## src/rtl/tpic_defines.svh

```systemverilog
// Register offsets, field positions, reset values and widths of the pulse interval timer
`ifndef TPIC_DEFINES_SVH
`define TPIC_DEFINES_SVH
`define TPIC_ADDR_W 12
`define TPIC_CNT_W 16
`define TPIC_CNT_MAX 16'hffff
`define TPIC_OFF_PERIPH_EN 12'h000
`define TPIC_OFF_PRESCALE 12'h004
`define TPIC_OFF_START 12'h008
`define TPIC_OFF_STOP 12'h00c
`define TPIC_OFF_ENABLE_STAT 12'h010
`define TPIC_OFF_FILTER_EN 12'h014
`define TPIC_OFF_INT_STATUS 12'h018
`define TPIC_OFF_INT_MASK 12'h01c
`define TPIC_CH_BLOCK_SEL 5'h01
`define TPIC_CH_OFF_MODE 4'h0
`define TPIC_CH_OFF_DATA 4'h4
`define TPIC_CH_OFF_COUNT 4'h8
`define TPIC_CH_OFF_STATUS 4'hc
`define TPIC_UNIT_EN_BIT 0
`define TPIC_PRESC_FIELD_W 4
`define TPIC_MODE_W 16
`define TPIC_MODE_RESET 16'h0000
`define TPIC_MODE_START_INT_BIT 0
`define TPIC_MODE_EDGE_LSB 1
`define TPIC_MODE_TRIG_LSB 4
`define TPIC_MODE_OUT_MODE_BIT 8
`define TPIC_MODE_OUT_LEVEL_BIT 9
`define TPIC_MODE_CKS_LSB 12
`define TPIC_TRIG_SEL_EDGE 3'h1
`define TPIC_EDGE_FALL 2'h0
`define TPIC_EDGE_RISE 2'h1
`define TPIC_STATUS_OVF_BIT 0
`define TPIC_PRESCALE_RESET 16'h0000
`endif

```

## src/rtl/tpic_pkg.sv

```systemverilog
// Types shared by the pulse interval timer modules
package tpic_pkg;
  typedef logic [31:0] tpic_word_t;
  typedef logic [15:0] tpic_count_t;
  typedef enum logic [1:0] {CH_STOPPED, CH_WAIT_CLEAR, CH_RUNNING} tpic_state_t;
endpackage

```

## src/rtl/tpic_chan_if.sv

```systemverilog
// Signals between the unit control logic and one measurement channel
`timescale 1ns/1ps
`default_nettype none
interface tpic_chan_if;
  logic unit_run;
  logic start_pulse;
  logic stop_pulse;
  logic op_tick;
  logic pin_level;
  logic filter_en;
  logic start_int_mode;
  logic [2:0] trig_sel;
  logic [1:0] edge_sel;
  logic enabled;
  logic irq;
  logic ovf;
  logic [15:0] count;
  logic [15:0] data;
  modport top(output unit_run, start_pulse, stop_pulse, op_tick, pin_level, filter_en,
    start_int_mode, trig_sel, edge_sel, input enabled, irq, ovf, count, data);
  modport chan(input unit_run, start_pulse, stop_pulse, op_tick, pin_level, filter_en,
    start_int_mode, trig_sel, edge_sel, output enabled, irq, ovf, count, data);
endinterface
`default_nettype wire

```

## src/rtl/tpic_top.sv

```systemverilog
// Timer array unit: APB registers, prescaler, pin synchronisers and capture channels
//
// The APB slave port and the register addresses were decided locally.
`timescale 1ns/1ps
`default_nettype none
`include "tpic_defines.svh"
module tpic_top
#(
  parameter int CH_NUM = 8
)
(
  input wire logic CORE_CLK_IN,
  input wire logic NRST_IN,
  input wire logic PSEL_IN,
  input wire logic PENABLE_IN,
  input wire logic PWRITE_IN,
  input wire logic [11:0] PADDR_IN,
  input wire tpic_pkg::tpic_word_t PWDATA_IN,
  output tpic_pkg::tpic_word_t PRDATA_OUT,
  output logic PREADY_OUT,
  output logic PSLVERR_OUT,
  input wire logic [7:0] TIMER_INPUT_PIN_IN,
  output logic [7:0] CHANNEL_INTERRUPT_OUT,
  output logic IRQ_OUT
);
  import tpic_pkg::*;

  if (CH_NUM != 8)
  begin : g_bad_ch_num
    $error("tpic_top: the unit has exactly eight channels");
  end

  // Mask of prescaler bits that must be zero for a tick of divide-by-2^sel
  function automatic logic [15:0] presc_mask(input logic [3:0] sel);
    presc_mask = 16'hffff >> (5'h10 - {1'b0, sel});
  endfunction

  // Field of a channel mode word
  function automatic logic [1:0] mode_cks(input logic [15:0] mode);
    mode_cks = mode[`TPIC_MODE_CKS_LSB +: 2];
  endfunction

  // Registers
  logic unit_run_reg;
  logic [15:0] prescale_reg;
  logic [15:0] div_reg;
  logic [7:0] filter_en_reg;
  logic [7:0] int_status_reg;
  logic [7:0] int_mask_reg;
  logic [15:0] mode_reg [8];
  tpic_word_t prdata_reg;
  logic slverr_reg;
  logic [7:0] irq_out_reg;
  logic [7:0] sync_a_reg, sync_b_reg, sync_c_reg, pin_lvl_reg;

  // Next values
  logic [15:0] div_next;
  logic [7:0] int_status_next;
  logic [7:0] pin_lvl_next;
  tpic_word_t rdata_next;

  // Channel results gathered from the generate loop; prescaler tick streams
  logic [7:0] ch_enabled;
  logic [7:0] ch_irq;
  logic [7:0] ch_ovf;
  logic [15:0] ch_count [8];
  logic [15:0] ch_data [8];
  logic [3:0] op_tick;

  // Bus decode
  wire setup_ph = PSEL_IN && !PENABLE_IN;
  wire access_ph = PSEL_IN && PENABLE_IN;
  wire wr_access = access_ph && PWRITE_IN;
  wire wr_allowed = wr_access && unit_run_reg;
  wire word_ok = (PADDR_IN[1:0] == 2'b00);
  wire hit_periph = word_ok && PADDR_IN == `TPIC_OFF_PERIPH_EN;
  wire hit_presc = word_ok && PADDR_IN == `TPIC_OFF_PRESCALE;
  wire hit_start = word_ok && PADDR_IN == `TPIC_OFF_START;
  wire hit_stop = word_ok && PADDR_IN == `TPIC_OFF_STOP;
  wire hit_enstat = word_ok && PADDR_IN == `TPIC_OFF_ENABLE_STAT;
  wire hit_filter = word_ok && PADDR_IN == `TPIC_OFF_FILTER_EN;
  wire hit_intst = word_ok && PADDR_IN == `TPIC_OFF_INT_STATUS;
  wire hit_intmask = word_ok && PADDR_IN == `TPIC_OFF_INT_MASK;
  wire hit_chan = word_ok && PADDR_IN[11:7] == `TPIC_CH_BLOCK_SEL;
  wire [2:0] ch_idx = PADDR_IN[6:4];
  wire [3:0] ch_off = PADDR_IN[3:0];
  wire hit_any = hit_periph || hit_presc || hit_start || hit_stop || hit_enstat ||
                 hit_filter || hit_intst || hit_intmask || hit_chan;
  wire wr_mode = wr_allowed && hit_chan && ch_off == `TPIC_CH_OFF_MODE;

  // Trigger bits exist only as one-cycle pulses, so they read back as zero
  wire [7:0] start_pulse = (wr_allowed && hit_start) ? PWDATA_IN[7:0] : 8'h00;
  wire [7:0] stop_pulse = (wr_allowed && hit_stop) ? PWDATA_IN[7:0] : 8'h00;
  wire [7:0] int_clear = (wr_allowed && hit_intst) ? PWDATA_IN[7:0] : 8'h00;

  // Prescaler: four tick streams at core/2^sel
  assign div_next = unit_run_reg ? div_reg + 16'h0001 : 16'h0000;

  genvar k;
  for (k = 0; k < 4; k++)
  begin : g_presc
    assign op_tick[k] = unit_run_reg &&
      ((div_reg & presc_mask(prescale_reg[k*`TPIC_PRESC_FIELD_W +: `TPIC_PRESC_FIELD_W])) ==
      16'h0000);
  end

  // Pin level moves once the second and third sync stages agree
  assign pin_lvl_next = (sync_b_reg & sync_c_reg) | (pin_lvl_reg & (sync_b_reg | sync_c_reg));

  // Interrupt status: a new event wins over a write-one clear in the same cycle
  assign int_status_next = (int_status_reg & ~int_clear) | ch_irq;

  // Read data selection
  wire [15:0] ch_word =
    (ch_off == `TPIC_CH_OFF_MODE) ? mode_reg[ch_idx] :
    (ch_off == `TPIC_CH_OFF_DATA) ? ch_data[ch_idx] :
    (ch_off == `TPIC_CH_OFF_COUNT) ? ch_count[ch_idx] :
    (ch_off == `TPIC_CH_OFF_STATUS) ? {15'h0000, ch_ovf[ch_idx]} : 16'h0000;

  assign rdata_next =
    hit_periph ? {31'h00000000, unit_run_reg} :
    hit_presc ? {16'h0000, prescale_reg} :
    hit_enstat ? {24'h000000, ch_enabled} :
    hit_filter ? {24'h000000, filter_en_reg} :
    hit_intst ? {24'h000000, int_status_reg} :
    hit_intmask ? {24'h000000, int_mask_reg} :
    hit_chan ? {16'h0000, ch_word} : 32'h00000000;

  // Bus answer is latched in the setup cycle; access completes at once
  always_ff @(posedge CORE_CLK_IN or negedge NRST_IN)
  begin
    if (!NRST_IN)
    begin
      prdata_reg <= 32'h00000000;
      slverr_reg <= 1'b0;
    end
    else if (setup_ph)
    begin
      prdata_reg <= PWRITE_IN ? 32'h00000000 : rdata_next;
      slverr_reg <= !hit_any;
    end
  end

  // Unit enable; clearing it returns every register except the pin synchronisers, irq_out_reg and the bus answer to reset
  always_ff @(posedge CORE_CLK_IN or negedge NRST_IN)
  begin
    if (!NRST_IN)
      unit_run_reg <= 1'b0;
    else if (wr_access && hit_periph)
      unit_run_reg <= PWDATA_IN[`TPIC_UNIT_EN_BIT];
  end

  always_ff @(posedge CORE_CLK_IN or negedge NRST_IN)
  begin
    if (!NRST_IN)
    begin
      prescale_reg <= `TPIC_PRESCALE_RESET;
      filter_en_reg <= 8'h00;
      int_mask_reg <= 8'h00;
      div_reg <= 16'h0000;
    end
    else if (!unit_run_reg)
    begin
      prescale_reg <= `TPIC_PRESCALE_RESET;
      filter_en_reg <= 8'h00;
      int_mask_reg <= 8'h00;
      div_reg <= 16'h0000;
    end
    else
    begin
      div_reg <= div_next;
      if (wr_allowed && hit_presc)
        prescale_reg <= PWDATA_IN[15:0];
      if (wr_allowed && hit_filter)
        filter_en_reg <= PWDATA_IN[7:0];
      if (wr_allowed && hit_intmask)
        int_mask_reg <= PWDATA_IN[7:0];
    end
  end

  always_ff @(posedge CORE_CLK_IN or negedge NRST_IN)
  begin
    if (!NRST_IN)
    begin
      int_status_reg <= 8'h00;
      irq_out_reg <= 8'h00;
    end
    else
    begin
      int_status_reg <= unit_run_reg ? int_status_next : 8'h00;
      irq_out_reg <= ch_irq;
    end
  end

  always_ff @(posedge CORE_CLK_IN or negedge NRST_IN)
  begin
    if (!NRST_IN)
    begin
      sync_a_reg <= 8'h00;
      sync_b_reg <= 8'h00;
      sync_c_reg <= 8'h00;
      pin_lvl_reg <= 8'h00;
    end
    else
    begin
      sync_a_reg <= TIMER_INPUT_PIN_IN;
      sync_b_reg <= sync_a_reg;
      sync_c_reg <= sync_b_reg;
      pin_lvl_reg <= pin_lvl_next;
    end
  end

  // Eight independent channels
  genvar i;
  for (i = 0; i < CH_NUM; i++)
  begin : g_ch
    tpic_chan_if ch_if ();
    wire [1:0] cks = mode_cks(mode_reg[i]);
    // Only channels 1 and 3 reach the third and fourth prescaled clocks
    wire [1:0] clk_sel = (i == 1 || i == 3) ? cks : {1'b0, cks[0]};

    always_ff @(posedge CORE_CLK_IN or negedge NRST_IN)
    begin
      if (!NRST_IN)
        mode_reg[i] <= `TPIC_MODE_RESET;
      else if (!unit_run_reg)
        mode_reg[i] <= `TPIC_MODE_RESET;
      else if (wr_mode && ch_idx == 3'(i))
        mode_reg[i] <= PWDATA_IN[15:0] & ((i == 1 || i == 3) ? 16'hffff : 16'hdfff);
    end

    assign ch_if.unit_run = unit_run_reg;
    assign ch_if.start_pulse = start_pulse[i];
    assign ch_if.stop_pulse = stop_pulse[i];
    assign ch_if.op_tick = op_tick[clk_sel];
    assign ch_if.pin_level = pin_lvl_reg[i];
    assign ch_if.filter_en = filter_en_reg[i];
    assign ch_if.start_int_mode = mode_reg[i][`TPIC_MODE_START_INT_BIT];
    assign ch_if.trig_sel = mode_reg[i][`TPIC_MODE_TRIG_LSB +: 3];
    assign ch_if.edge_sel = mode_reg[i][`TPIC_MODE_EDGE_LSB +: 2];

    assign ch_enabled[i] = ch_if.enabled;
    assign ch_irq[i] = ch_if.irq;
    assign ch_ovf[i] = ch_if.ovf;
    assign ch_count[i] = ch_if.count;
    assign ch_data[i] = ch_if.data;

    tpic_channel u_chan
    (
      .clk_in(CORE_CLK_IN),
      .nrst_in(NRST_IN),
      .ch(ch_if.chan)
    );
  end

  assign PRDATA_OUT = prdata_reg;
  assign PREADY_OUT = 1'b1;
  assign PSLVERR_OUT = slverr_reg && access_ph;
  assign CHANNEL_INTERRUPT_OUT = irq_out_reg;
  assign IRQ_OUT = |(int_status_reg & int_mask_reg);
endmodule
`default_nettype wire

```

## src/rtl/tpic_channel.sv

```systemverilog
// One capture channel: up counter, edge capture, overflow tracking
`timescale 1ns/1ps
`default_nettype none
`include "tpic_defines.svh"
module tpic_channel
(
  input wire logic clk_in,
  input wire logic nrst_in,
  tpic_chan_if.chan ch
);
  import tpic_pkg::*;

  tpic_state_t state_reg, state_next;
  tpic_count_t count_reg, count_next, data_reg;
  logic ovf_reg, wrap_reg, irq_reg, samp_reg, lvl_reg, lvl_prev_reg;

  wire running = (state_reg != CH_STOPPED);
  // Filter keeps the level until two operating-clock samples agree
  wire lvl_next = (!ch.filter_en || samp_reg == ch.pin_level) ? ch.pin_level : lvl_reg;
  wire rise = lvl_reg & ~lvl_prev_reg;
  wire fall = ~lvl_reg & lvl_prev_reg;
  wire edge_ok = (ch.edge_sel == `TPIC_EDGE_RISE) ? rise :
                 (ch.edge_sel == `TPIC_EDGE_FALL) ? fall : (rise | fall);
  wire edge_hit = ch.op_tick && running && edge_ok && ch.trig_sel == `TPIC_TRIG_SEL_EDGE;
  wire sw_capture = ch.start_pulse && running;
  wire capture = edge_hit || sw_capture;
  wire starting = ch.start_pulse && !running;
  wire wrap_now = ch.op_tick && state_reg == CH_RUNNING && count_reg == `TPIC_CNT_MAX;

  always_comb
  begin
    state_next = state_reg;
    unique case (state_reg)
      CH_STOPPED:
        if (starting)
          state_next = CH_WAIT_CLEAR;
      CH_WAIT_CLEAR:
        if (ch.stop_pulse)
          state_next = CH_STOPPED;
        else if (ch.op_tick || capture)
          state_next = CH_RUNNING;
      CH_RUNNING:
        if (ch.stop_pulse)
          state_next = CH_STOPPED;
    endcase
  end

  // Stop freezes the count; capture or a count clock in CH_WAIT_CLEAR clears it; otherwise count up per count clock in CH_RUNNING
  always_comb
  begin
    count_next = count_reg;
    if (ch.stop_pulse)
      count_next = count_reg;
    else if (capture)
      count_next = '0;
    else if (ch.op_tick && state_reg == CH_WAIT_CLEAR)
      count_next = '0;
    else if (ch.op_tick && state_reg == CH_RUNNING)
      count_next = count_reg + 16'h0001;
  end

  always_ff @(posedge clk_in or negedge nrst_in)
  begin
    if (!nrst_in)
    begin
      state_reg <= CH_STOPPED;
      count_reg <= '0;
      data_reg <= '0;
      ovf_reg <= 1'b0;
      wrap_reg <= 1'b0;
      irq_reg <= 1'b0;
      samp_reg <= 1'b0;
      lvl_reg <= 1'b0;
      lvl_prev_reg <= 1'b0;
    end
    else if (!ch.unit_run)
    begin
      state_reg <= CH_STOPPED;
      count_reg <= '0;
      data_reg <= '0;
      ovf_reg <= 1'b0;
      wrap_reg <= 1'b0;
      irq_reg <= 1'b0;
      samp_reg <= 1'b0;
      lvl_reg <= 1'b0;
      lvl_prev_reg <= 1'b0;
    end
    else
    begin
      state_reg <= state_next;
      count_reg <= count_next;
      irq_reg <= capture || (starting && ch.start_int_mode);
      if (capture)
      begin
        data_reg <= count_reg;
        ovf_reg <= wrap_reg;
        wrap_reg <= 1'b0;
      end
      else if (wrap_now)
        wrap_reg <= 1'b1;
      if (ch.op_tick)
      begin
        samp_reg <= ch.pin_level;
        lvl_reg <= lvl_next;
        lvl_prev_reg <= lvl_reg;
      end
    end
  end

  assign ch.enabled = running;
  assign ch.irq = irq_reg;
  assign ch.ovf = ovf_reg;
  assign ch.count = count_reg;
  assign ch.data = data_reg;
endmodule
`default_nettype wire

```

## config.mk

```make
export PLATFORM = sky130hd
export DESIGN_NAME = tpic_top
export DESIGN_NICKNAME = d
export VERILOG_FILES = /design/src/rtl/tpic_pkg.sv /design/src/rtl/tpic_chan_if.sv /design/src/rtl/tpic_top.sv /design/src/rtl/tpic_channel.sv
export VERILOG_INCLUDE_DIRS = /design/src /design/src/rtl
export SDC_FILE = /design/constraint.sdc
export NUM_CORES = 1
export LEC_CHECK = 0
export BUFFER_PORTS_ARGS = -buffer_cell sky130_fd_sc_hd__clkbuf_2
export CAP_MARGIN = 40
export CELL_PAD_IN_SITES_DETAIL_PLACEMENT = 1
export CELL_PAD_IN_SITES_GLOBAL_PLACEMENT = 2
export CORE_MARGIN = 3
export CORE_UTILIZATION = 37
export CTS_CLUSTER_SIZE = 8
export DETAILED_ROUTE_END_ITERATION = 7
export PLACE_DENSITY_LB_ADDON = 0.15
export SYNTH_ARGS = -nofsm -noshare
export SYNTH_HDL_FRONTEND = slang
export SYNTH_SLANG_ARGS = --single-unit
export TNS_END_PERCENT = 5
```

## constraint.sdc

```tcl
create_clock -name CORE_CLK_IN -period 2.65 [get_ports CORE_CLK_IN]
set_input_delay 0.3975 -clock CORE_CLK_IN [delete_from_list [all_inputs] [get_ports CORE_CLK_IN]]
set_output_delay 0.3975 -clock CORE_CLK_IN [all_outputs]
set_load 0.005 [all_outputs]
```

* Word level (Yosys, flattened, before mapping) *
Index checks and enable logic that the tools add are counted.
Widths: inputs -> output; s select.

operators by class
  $add $sub $neg = 13
  magnitude comparators = 10
  equal/unequal tests = 149
  shifts and indexed selects = 4
  muxes and demuxes = 290
  bitwise gates (word level) = 53
  reduce and logical (&&, ||, !) cells = 222

operator list
  kind                   count
  $mux 16                92
  $add 16x1->16 const B  9
  $bmux 16 s3            3
  $mux 1                 136
  $eq 16x16->1 const B   8
  $logic_and 1x1->1      107
  $mux 2                 40
  $ne 2x1->1 const B     35
  $and 16x16->16         4
  $logic_not 16->1       4
  $mux 8                 8
  $shr 16x5->16 const A  4
  $eq 12x5->1 const B    4
  $pmux 2 s3             8
  $logic_or 1x1->1       40
  $logic_not 2->1        17
  $and 8x8->8            4
  $eq 2x1->1 const B     16
  $ne 4x1->1 const B     8
  $ne 4x3->1 const B     8
  $reduce_and 2->1       16
  $eq 3x1->1 const B     9
  $eq 12x4->1 const B    2
  $ne 3x1->1 const B     8
  other kinds (31)       151

storage, ports and cells
  flip-flop bits (word level) = 578
  bits of input ports = 57
  output and inout port bits = 43
  word-level logic and storage cells = 834

* Depth between registers and ports, before layout *
Gate-level depths: netlist (run 1).

  depth in word-level cells = 16
  gate-level depth with buffers = 13
  mapped depth without buffers = 10

* Modules after synthesis *
From an unflattened synthesis (run 1), not the netlist that was laid out.

second synthesis, totals
  cells, all modules = 3235
  area, all modules = 31740.4 um^2

by module, submodules not included
  module        instances  cells an instance  area an instance (um^2)
  tpic_channel  8          228                2148.3
  tpic_top      1          1411               14554.0

* Least setup slack after synthesis (run 1) *
OpenSTA, ideal clock, no wires.

  path type = reg2reg
  from = register prescale_reg[4]
  to = register g_ch[1].u_chan.data_reg[10]
  library setup time = 79 ps
  arrival time = 2855 ps
  setup slack = -284 ps
  stages on the path, launching flop included = 14
  path buffers = 3
  clock period less this slack = 2934 ps
  cells stage by stage = dfrtp_1 -> inv_1 -> ha_1 -> xor2_1 -> o32ai_1 -> a31o_2 -> and4_1 -> buf_2 -> a211oi_1 -> o32ai_4 -> a21boi_2 -> buf_6 -> buf_6 -> mux2i_1

between the ends
  word-level cells in the longest chain between the ends = 12

ends and longest elaborated chain
  element                          line                text
  start, declared                  tpic_top.sv:45      logic [15:0] prescale_reg;
  start signal, assigned           tpic_top.sv:157     prescale_reg <= `TPIC_PRESCALE_RESET;
  start signal, assigned           tpic_top.sv:164     prescale_reg <= `TPIC_PRESCALE_RESET;
  start signal, assigned           tpic_top.sv:173     prescale_reg <= PWDATA_IN[15:0];
  $sub 5x4->5                      tpic_top.sv:35      presc_mask = 16'hffff >> (5'h10 - {1'b0, sel});
  $shr 16x5->16                    tpic_top.sv:35
  $and 16x16->16                   tpic_top.sv:103     ((div_reg & presc_mask(prescale_reg[k*`TPIC_PRESC_FIELD_W +: `TPIC_PRESC_FIELD_W])) ==
  $logic_not 16->1                 tpic_top.sv:103
  $logic_and 1x1->1                tpic_top.sv:102     assign op_tick[k] = unit_run_reg &&
  $bmux 1 s2                       tpic_top.sv:235     assign ch_if.op_tick = op_tick[clk_sel];
  $mux 1 (not written as such)     tpic_top.sv:235
  $logic_and 1x1->1 (2 in series)  tpic_channel.sv:24  wire edge_hit = ch.op_tick && running && edge_ok && ch.trig_sel == `TPIC_TRIG_SEL_EDGE;
  $logic_and 1x1->1 (no line)      n/a
  $logic_or 1x1->1                 tpic_channel.sv:26  wire capture = edge_hit || sw_capture;
  $ne 2x1->1 (no line)             n/a
  end signal, assigned             tpic_channel.sv:95  data_reg <= count_reg;
  end, declared                    tpic_channel.sv:14  tpic_count_t count_reg, count_next, data_reg;

No other way between the ends. The select of a mux whose other input is x is not followed.
A chain may end at the register's enable or synchronous reset.

* Worst setup path after layout (run 1) *
  from = register prescale_reg[9]
  to = register g_ch[3].u_chan.data_reg[1]

between the ends
  word-level cells in the longest chain between the ends = 12

ends and longest elaborated chain
  element                          line
  $sub 5x4->5                      tpic_top.sv:35
  $shr 16x5->16                    tpic_top.sv:35
  $and 16x16->16                   tpic_top.sv:103
  $logic_not 16->1                 tpic_top.sv:103
  $logic_and 1x1->1                tpic_top.sv:102
  $bmux 1 s2                       tpic_top.sv:235
  $mux 1 (not written as such)     tpic_top.sv:235
  $logic_and 1x1->1 (2 in series)  tpic_channel.sv:24
  $logic_and 1x1->1 (no line)      n/a
  $logic_or 1x1->1                 tpic_channel.sv:26
  $ne 2x1->1 (no line)             n/a
  end signal, assigned             tpic_channel.sv:95
  end, declared                    tpic_channel.sv:14

No other way between the ends. The select of a mux whose other input is x is not followed.

==> results of run 1 <==
[cell type report]
| class | instances | area share [%] |
|---|---|---|
| repair buffers | 575 | 12.8 |
| well taps | 1070 | 3.40 |
| flip-flops and latches | 556 | 35.4 |
| inverters | 136 | 1.31 |
| clock inverters | 7 | 0.223 |
| multi-input cells | 2389 | 41.7 |
| clock buffers | 86 | 5.23 |
[Yosys cell counts (all sizes together), types with 44 or more instances]
library cell	count	area share, %
or3	71	1.5
inv	136	1.7
nor3	44	0.83
clkbuf	135	1.6
mux2i	80	2.6
dfrtp	556	45
mux4	98	7.1
nand2	674	8.2
ha	61	2.5
nor2	118	1.4
o21ai	287	4.9
a21oi	239	3.9
nand3	137	2.3
buf	87	1.7
[tightest hold or removal path, delay by kind of cell]
kind / cells / cell delay, ps
and+or+nand+nor: 1 / 70
AOI/OAI and AO/OA: 1 / 60
buffers and inverters: 1 / 120
[final timing paths]
path,end,slack [ps],depth (start not counted)
setup / recovery,g_ch[3].u_chan.ch.data[1],-290,13
hold / removal,g_ch[3].cks[1],70,3
setup reg to reg,g_ch[3].u_chan.ch.data[1],-290,13
hold reg to reg,sync_b_reg[4],350,0
max in group asynchronous,g_ch[4].u_chan.ch.data[9],1340,3
min in group asynchronous,g_ch[3].u_chan.ch.count[6],330,2
[routing by layer]
metal  track usage [%]  up-vias  routed length, um
li1                  -    12561                  -
met1              41.4    14682              57800
met2              46.1      805              58000
met3              4.18      206               6690
met4              8.95        0               4390
met5                 0        -                  0
[stage by stage]
step	std cells	hold slack [ps]	instance area, um^2	setup TNS [ps]	total power [W]
3_5_place_dp	4687	336	35900	-121040	0.0165
4_1_cts	4815	46.1	38700	-52320	0.0263
3_3_place_gp	4687	336	35900	-87750	0.0162
2_1_floorplan	3302	102	31000	-11780	0.0131
5_1_grt	4819	74.8	39300	-82510	0.0277
6_report	4819	70.4	39300	-45790	0.0265
[logic make-up after synthesis]
| logic type | count (synthesis) | synth area share (%) |
|---|---|---|
| and+or+nand+nor | 1281 | 19.4 |
| AOI/OAI and AO/OA | 808 | 16.9 |
| DFF | 556 | 45.0 |
| buffers and inverters | 358 | 5.01 |
| muxes | 196 | 10.4 |
| adders and majority gates | 69 | 2.73 |
| xor gates and xnor gates | 17 | 0.482 |
| other | 2 | 0.0243 |
[power groups by stage]
stage	registers (W)	logic [W]	clock network, W
5_1_grt	0.00956	0.00813	0.00996
4_1_cts	0.00948	0.00725	0.00961
6_report	0.00950	0.00758	0.00941
2_1_floorplan	0.00950	0.00363	0
3_3_place_gp	0.00958	0.00665	0
3_5_place_dp	0.00961	0.00693	0
[timing repair]
item / in CTS / in global routing
hold buffers: 9 / 0
setup endpoints to repair: 320 / 324
setup buffers: 23 / 4
hold endpoints to repair: 41 / 0
pin swaps: 20 / 57
gates cloned: 3 / 1
resized for setup: 78 / 162
==> metrics.yaml, run 1 <==
outcome:
  outcome: "finished with violations"
  violations: "negative setup slack"
yosys:
  seq_area_frac_synth_pct: 45.0
  syn_inst: 3287
  synth-seq-cells: 556
  syn_area_per_cell_um2: 9.40
  yosysUniqueCellTypes: 97
  synth_flop_cell: "dfrtp_1"
  synth-async-reset-ratio_pct: 100
  synth_edf_count: 0
  synth_area_mm2: 0.0309
  ys_warn_count: 0
route:
  wl_per_cell_um: 26.3
  drt-initial-drc-count: 2107
  via_count: 28254
  ant_nets: 0
  wirelength_um: 127000
  viasPerCell: 5.86
  drc: 0
  dr.pass1.iters: 6
timing:
  max_slew_margin_pct: 43.9
  finalHoldViolCount: 0
  fmax_mhz: 340
  setup_ws_ps: -295
  period_share_pct: 111
  setup_viol: 310
  finClkSkew_ps: 17.3
  finalCriticalPeriod_ps: 2940
  rsz0062_at_grt: "yes"
  worstMarginPinSlew_ps: 841
  drv_slew: 0
setup_path:
  cp-startpoint: "prescale_reg[9]"
  cpLargestDelayFamily: "compound AO/OA/AOI/OAI gates"
  path_max_fanout: 7
  worst_ep_required_time_ps: 3200
  cp-start-kind: "register"
  endpoint_kind: "register"
  slowest_stage: "and4_2"
  regToRegStartpoint: "prescale_reg[9]"
  cpPeakStageDelay_ps: 390
  critical_path_class: "reg2reg"
  cp_common_cell: "buf_4"
  critPathArrivalTime_ps: 3490
  path_cells: "inv_1 -> ha_1 -> buf_4 -> o22ai_1 -> a221oi_1 -> and4_2 -> a21oi_4 -> buf_4 -> o32a_4 -> o21ai_4 -> buf_12 -> buf_16 -> mux2i_1"
  critPathBufInv: 5
floorplan:
  rows: 105
  start_util_pct: 37.5
  core_area_mm2: 0.0824
  dieArea_mm2: 0.0870
  die_h_um: 295
  ioPinCount: 100
  die_w_um: 295
cts:
  htreeDepth: 3
  numClockSinks: 556
  clk_path_buf_depth: 3
  insertion_delay_ps: 640
  cts_tree: "done"
  cts_inserted_buffers: 80
  path_clk_slew_ps: 50
  root_buffer: "clkbuf_16"
power_and_ir_drop:
  power_density_mw_per_mm2: 674
  p_sw_w: 0.00877
  pwr-share-comb_pct: 28.6
  p_int_w: 0.0177
  vdd_drop_max_mv: 0.398
  p_clk_share_pct: 35.5
  p_leak_nw: 17.3
  switching_share_pct: 33.1
  power_frac_seq_pct: 35.9
final_layout:
  syn_to_final_growth_pct: 27.2
  n_fill_cell: 9146
  final_cell_mix: "nand2_1, dfrtp_1, buf_4"
  drive_gt1_share_pct: 26.3
  layout_commonest_cell: "nand2_1"
  final-seq-area_mm2: 0.0139
  multiInputGateArea_mm2: 0.0164
  finalCoreUtilization_pct: 47.7
  nets: 3856
  n_antenna_cell: 0
min_path:
  hp-class: "in2reg"
  hold_start: "PWDATA_IN[13]"
grt:
  grt_pass1_vias: 29763
  grt_overflow: 0
  gr-usage-all-layers_pct: 29.1
  grt_first_pass_wirelength_um: 192000
  grt_max_degree: 151
  grt_antenna_before_repair: 1
flow_run:
  cap_violations: 0
placed_design:
  dp_slack_ps: -557
  hpwl_um: 92000
  gp_congestion: 0.935
  port_buffers: 66
No activity file was read; power rests on OpenSTA's default activity.
==> run 2: changes to the inputs <==
- clock period: 2.65 -> 2.5 ns (I/O delays scaled with it)
==> run 2 against run 1 <==
  * The flow still finishes with violations (negative setup slack)
  * Non-clock buffer count increased by 39
  * Register-to-register slack worse by 170 ps
  * Fmax fell by 0.78%
  * Total power grew 7.6%
  * Clock-buffer cell count rose by 4
  * Largest cell class unchanged
  * Largest power group is now clock
  * Highest routed layer unchanged
==> metrics.yaml, run 2 (synthesized netlist as in run 1, its figures left out) <==
floorplan:
  rows: 105  # unchanged
  core_area_mm2: 0.0824  # unchanged
  dieArea_mm2: 0.0870  # unchanged
  ioPinCount: 100  # unchanged
  die_w_um: 295  # unchanged
  die_h_um: 295  # unchanged
  start_util_pct: 37.5  # unchanged
outcome:
  outcome: "finished with violations"  # unchanged
  violations: "negative setup slack"  # unchanged
timing:
  max_slew_margin_pct: 28.5  # was 43.9%
  fin_tns_setup_ps: -93640  # was -45790 ps
  fmax_mhz: 337  # was 340 MHz
  finalCriticalPeriod_ps: 2970  # was 2940 ps
  finClkSkew_ps: 23.0  # was 17.3 ps
  drv_slew: 0  # unchanged
  setup_ws_ps: -468  # was -295 ps
  period_share_pct: 119  # was 111%
  finalHoldViolCount: 0  # unchanged
  worstMarginPinSlew_ps: 1070  # was 841 ps
  setup_viol: 323  # was 310
  rsz0062_at_grt: "yes"  # unchanged
cts:
  cts_tree: "done"  # unchanged
  htreeDepth: 3  # unchanged
  path_clk_slew_ps: 50  # about the same
  clk_path_buf_depth: 3  # unchanged
  cts_inserted_buffers: 80  # unchanged
  insertion_delay_ps: 650  # was 640 ps
  numClockSinks: 556  # unchanged
  root_buffer: "clkbuf_16"  # unchanged
setup_path:
  cp_common_cell: "buf_12"  # was buf_4
  regToRegStartpoint: "prescale_reg[4]"  # was prescale_reg[9]
  path_cells: "inv_2 -> ha_4 -> xor2_4 -> o21ai_2 -> a31o_2 -> and4_4 -> buf_12 -> a211oi_4 -> o32a_4 -> o21ai_4 -> buf_6 -> buf_12 -> a31o_4"  # was inv_1 -> ha_1 -> buf_4 -> o22ai_1 -> a221oi_1 -> and4_2 -> a21oi_4 -> buf_4 -> o32a_4 -> o21ai_4 -> buf_12 -> buf_16 -> mux2i_1
  reg2reg_slack_ps: -470  # was -290 ps
  worst_ep_required_time_ps: 3030  # was 3200 ps
  cpLargestDelayFamily: "compound AO/OA/AOI/OAI gates"  # unchanged
  cp-start-kind: "register"  # unchanged
  critPathBufInv: 4  # was 5
  cpPeakStageDelay_ps: 430  # was 390 ps
  critical_path_class: "reg2reg"  # unchanged
  reg2reg_to: "g_ch[3].u_chan.ch.irq"  # was g_ch[3].u_chan.ch.data[1]
  endpoint_kind: "register"  # unchanged
  path_max_fanout: 5  # was 7
  r2r_cells: 13  # unchanged
  critPathArrivalTime_ps: 3490  # about the same
  slowest_stage: "dfrtp_1"  # was and4_2
route:
  via_count: 28567  # was 28254
  drt-initial-drc-count: 1956  # was 2107
  dr.pass1.iters: 5  # was 6
  drc: 0  # unchanged
  ant_nets: 0  # unchanged
  viasPerCell: 5.87  # was 5.86
  wl_per_cell_um: 26.5  # was 26.3 um
  wirelength_um: 129000  # was 127000 um
placed_design:
  port_buffers: 66  # unchanged
  hpwl_um: 93700  # was 92000 um
  gp_congestion: 0.937  # was 0.935
  dp_slack_ps: -634  # was -557 ps
power_and_ir_drop:
  power_frac_seq_pct: 35.2  # was 35.9%
  p_sw_w: 0.00952  # was 0.00877 W
  vdd_drop_max_mv: 0.541  # was 0.398 mV
  p_int_w: 0.0190  # was 0.0177 W
  switching_share_pct: 33.4  # was 33.1%
  pwr-share-comb_pct: 29.3  # was 28.6%
  power_density_mw_per_mm2: 710  # was 674 mW/mm^2
  p_leak_nw: 17.6  # was 17.3 nW
  p_clk_share_pct: 35.5  # about the same
final_layout:
  syn_to_final_growth_pct: 30.0  # was 27.2%
  drive_gt1_share_pct: 27.7  # was 26.3%
  finalCoreUtilization_pct: 48.8  # was 47.7%
  layout_commonest_cell: "nand2_1"  # unchanged
  nets: 3896  # was 3856
  final_cell_mix: "nand2_1, dfrtp_1, buf_4"  # unchanged
grt:
  gr-usage-all-layers_pct: 29.6  # was 29.1%
  grt_overflow: 0  # unchanged
  grt_antenna_before_repair: 3  # was 1
  grt_first_pass_wirelength_um: 195000  # was 192000 um
  grt_max_degree: 180  # was 151
  grt_pass1_vias: 30269  # was 29763
min_path:
  hp-class: "in2reg"  # unchanged
  min_path_cells: 3  # unchanged
  hold_start: "PWDATA_IN[2]"  # was PWDATA_IN[13]
  hold_end: "g_ch[5].ch_if.edge_sel[1]"  # was g_ch[3].cks[1]
flow_run:
  cap_violations: 0  # unchanged
==> run 2: changes by cell type in the layout (fill, tap and decap cells not counted), moves of 5 or more <==
cell / delta
o21ai_1: +11
nand2_2: +9
nand2_1: -10
o21ai_0: -22
a311oi_2: -5
o21ai_2: +11
buf_4: +22
a311oi_1: +5
nor3b_1: +6
buf_12: +16
nor3_2: -5
nor3b_2: -6
==> run 2: worst register-to-register path: stages, from the launching register on <==
cell	delay (ps)
dfrtp_1	430
inv_2	130
ha_4	180
xor2_4	240
o21ai_2	110
a31o_2	260
and4_4	210
buf_12	150
a211oi_4	340
o32a_4	250
o21ai_4	80
buf_6	140
buf_12	140
a31o_4	200
==> run 2: how the worst max path moves through the flow <==
stage | start | end | slack [ps] | depth (start not counted)
2_1_floorplan | prescale_reg[4] | g_ch[3].u_chan.ch.data[11] | -300 | 12
3_3_place_gp | PADDR_IN[5] | PRDATA_OUT[5] | -680 | 11
3_5_place_dp | prescale_reg[4] | g_ch[5].u_chan.ch.count[5] | -630 | 13
4_1_cts | prescale_reg[4] | g_ch[0].u_chan.ch.data[13] | -440 | 13
5_1_grt | g_ch[0].ch_if.unit_run | g_ch[0].u_chan.ch.count[3] | -570 | 9
6_report | prescale_reg[4] | g_ch[3].u_chan.ch.irq | -470 | 13
==> run 2: per-stage QoR <==
stage | std cells | cell area, um^2 | hold WS (ps) | power [W]
2_1_floorplan | 3302 | 31000 | 79.4 | 0.0139
3_3_place_gp | 4732 | 36400 | 288 | 0.0173
3_5_place_dp | 4732 | 36400 | 292 | 0.0177
4_1_cts | 4859 | 39700 | 94.6 | 0.0284
5_1_grt | 4863 | 40200 | 118 | 0.0297
6_report | 4864 | 40200 | 148 | 0.0285
==> run 2: power groups by stage <==
stage                     Sequential, W  Clock, W  Combinational, W
after floorplan                  0.0101         0           0.00385
after global placement           0.0101         0           0.00718
after detailed placement         0.0102         0           0.00751
after CTS                        0.0100    0.0103           0.00805
after global routing             0.0101    0.0107           0.00893
final                            0.0100    0.0101           0.00835
==> run 2: what timing repair did <==
item,4_1_cts,5_1_grt
endpoints found under the setup margin,324,340
buffers inserted,13,3
cloned,8,2
gates resized for setup,198,102
pin swaps,87,48
hold buffers,10,0
hold endpoints to repair,82,0
==> run 2: final cells by class <==
class                   count  area, um^2
clock buffers              90        2070
diodes                      1        2.50
repair buffers            614        5580
flip-flops and latches    556       13900
multi-input cells        2390       16600
inverters                 136         515
fillers                  9123       42200
well taps                1070        1340
clock inverters             7         131
==> run 2: per-layer routing <==
metal | GRT usage (%) | part of all wire, % | up-vias
met5 | 0 | 0 | -
met4 | 9.53 | 3.4 | 0
met3 | 4.10 | 5.7 | 200
met2 | 47.1 | 46 | 843
met1 | 41.9 | 45 | 14868
li1 | - | - | 12656
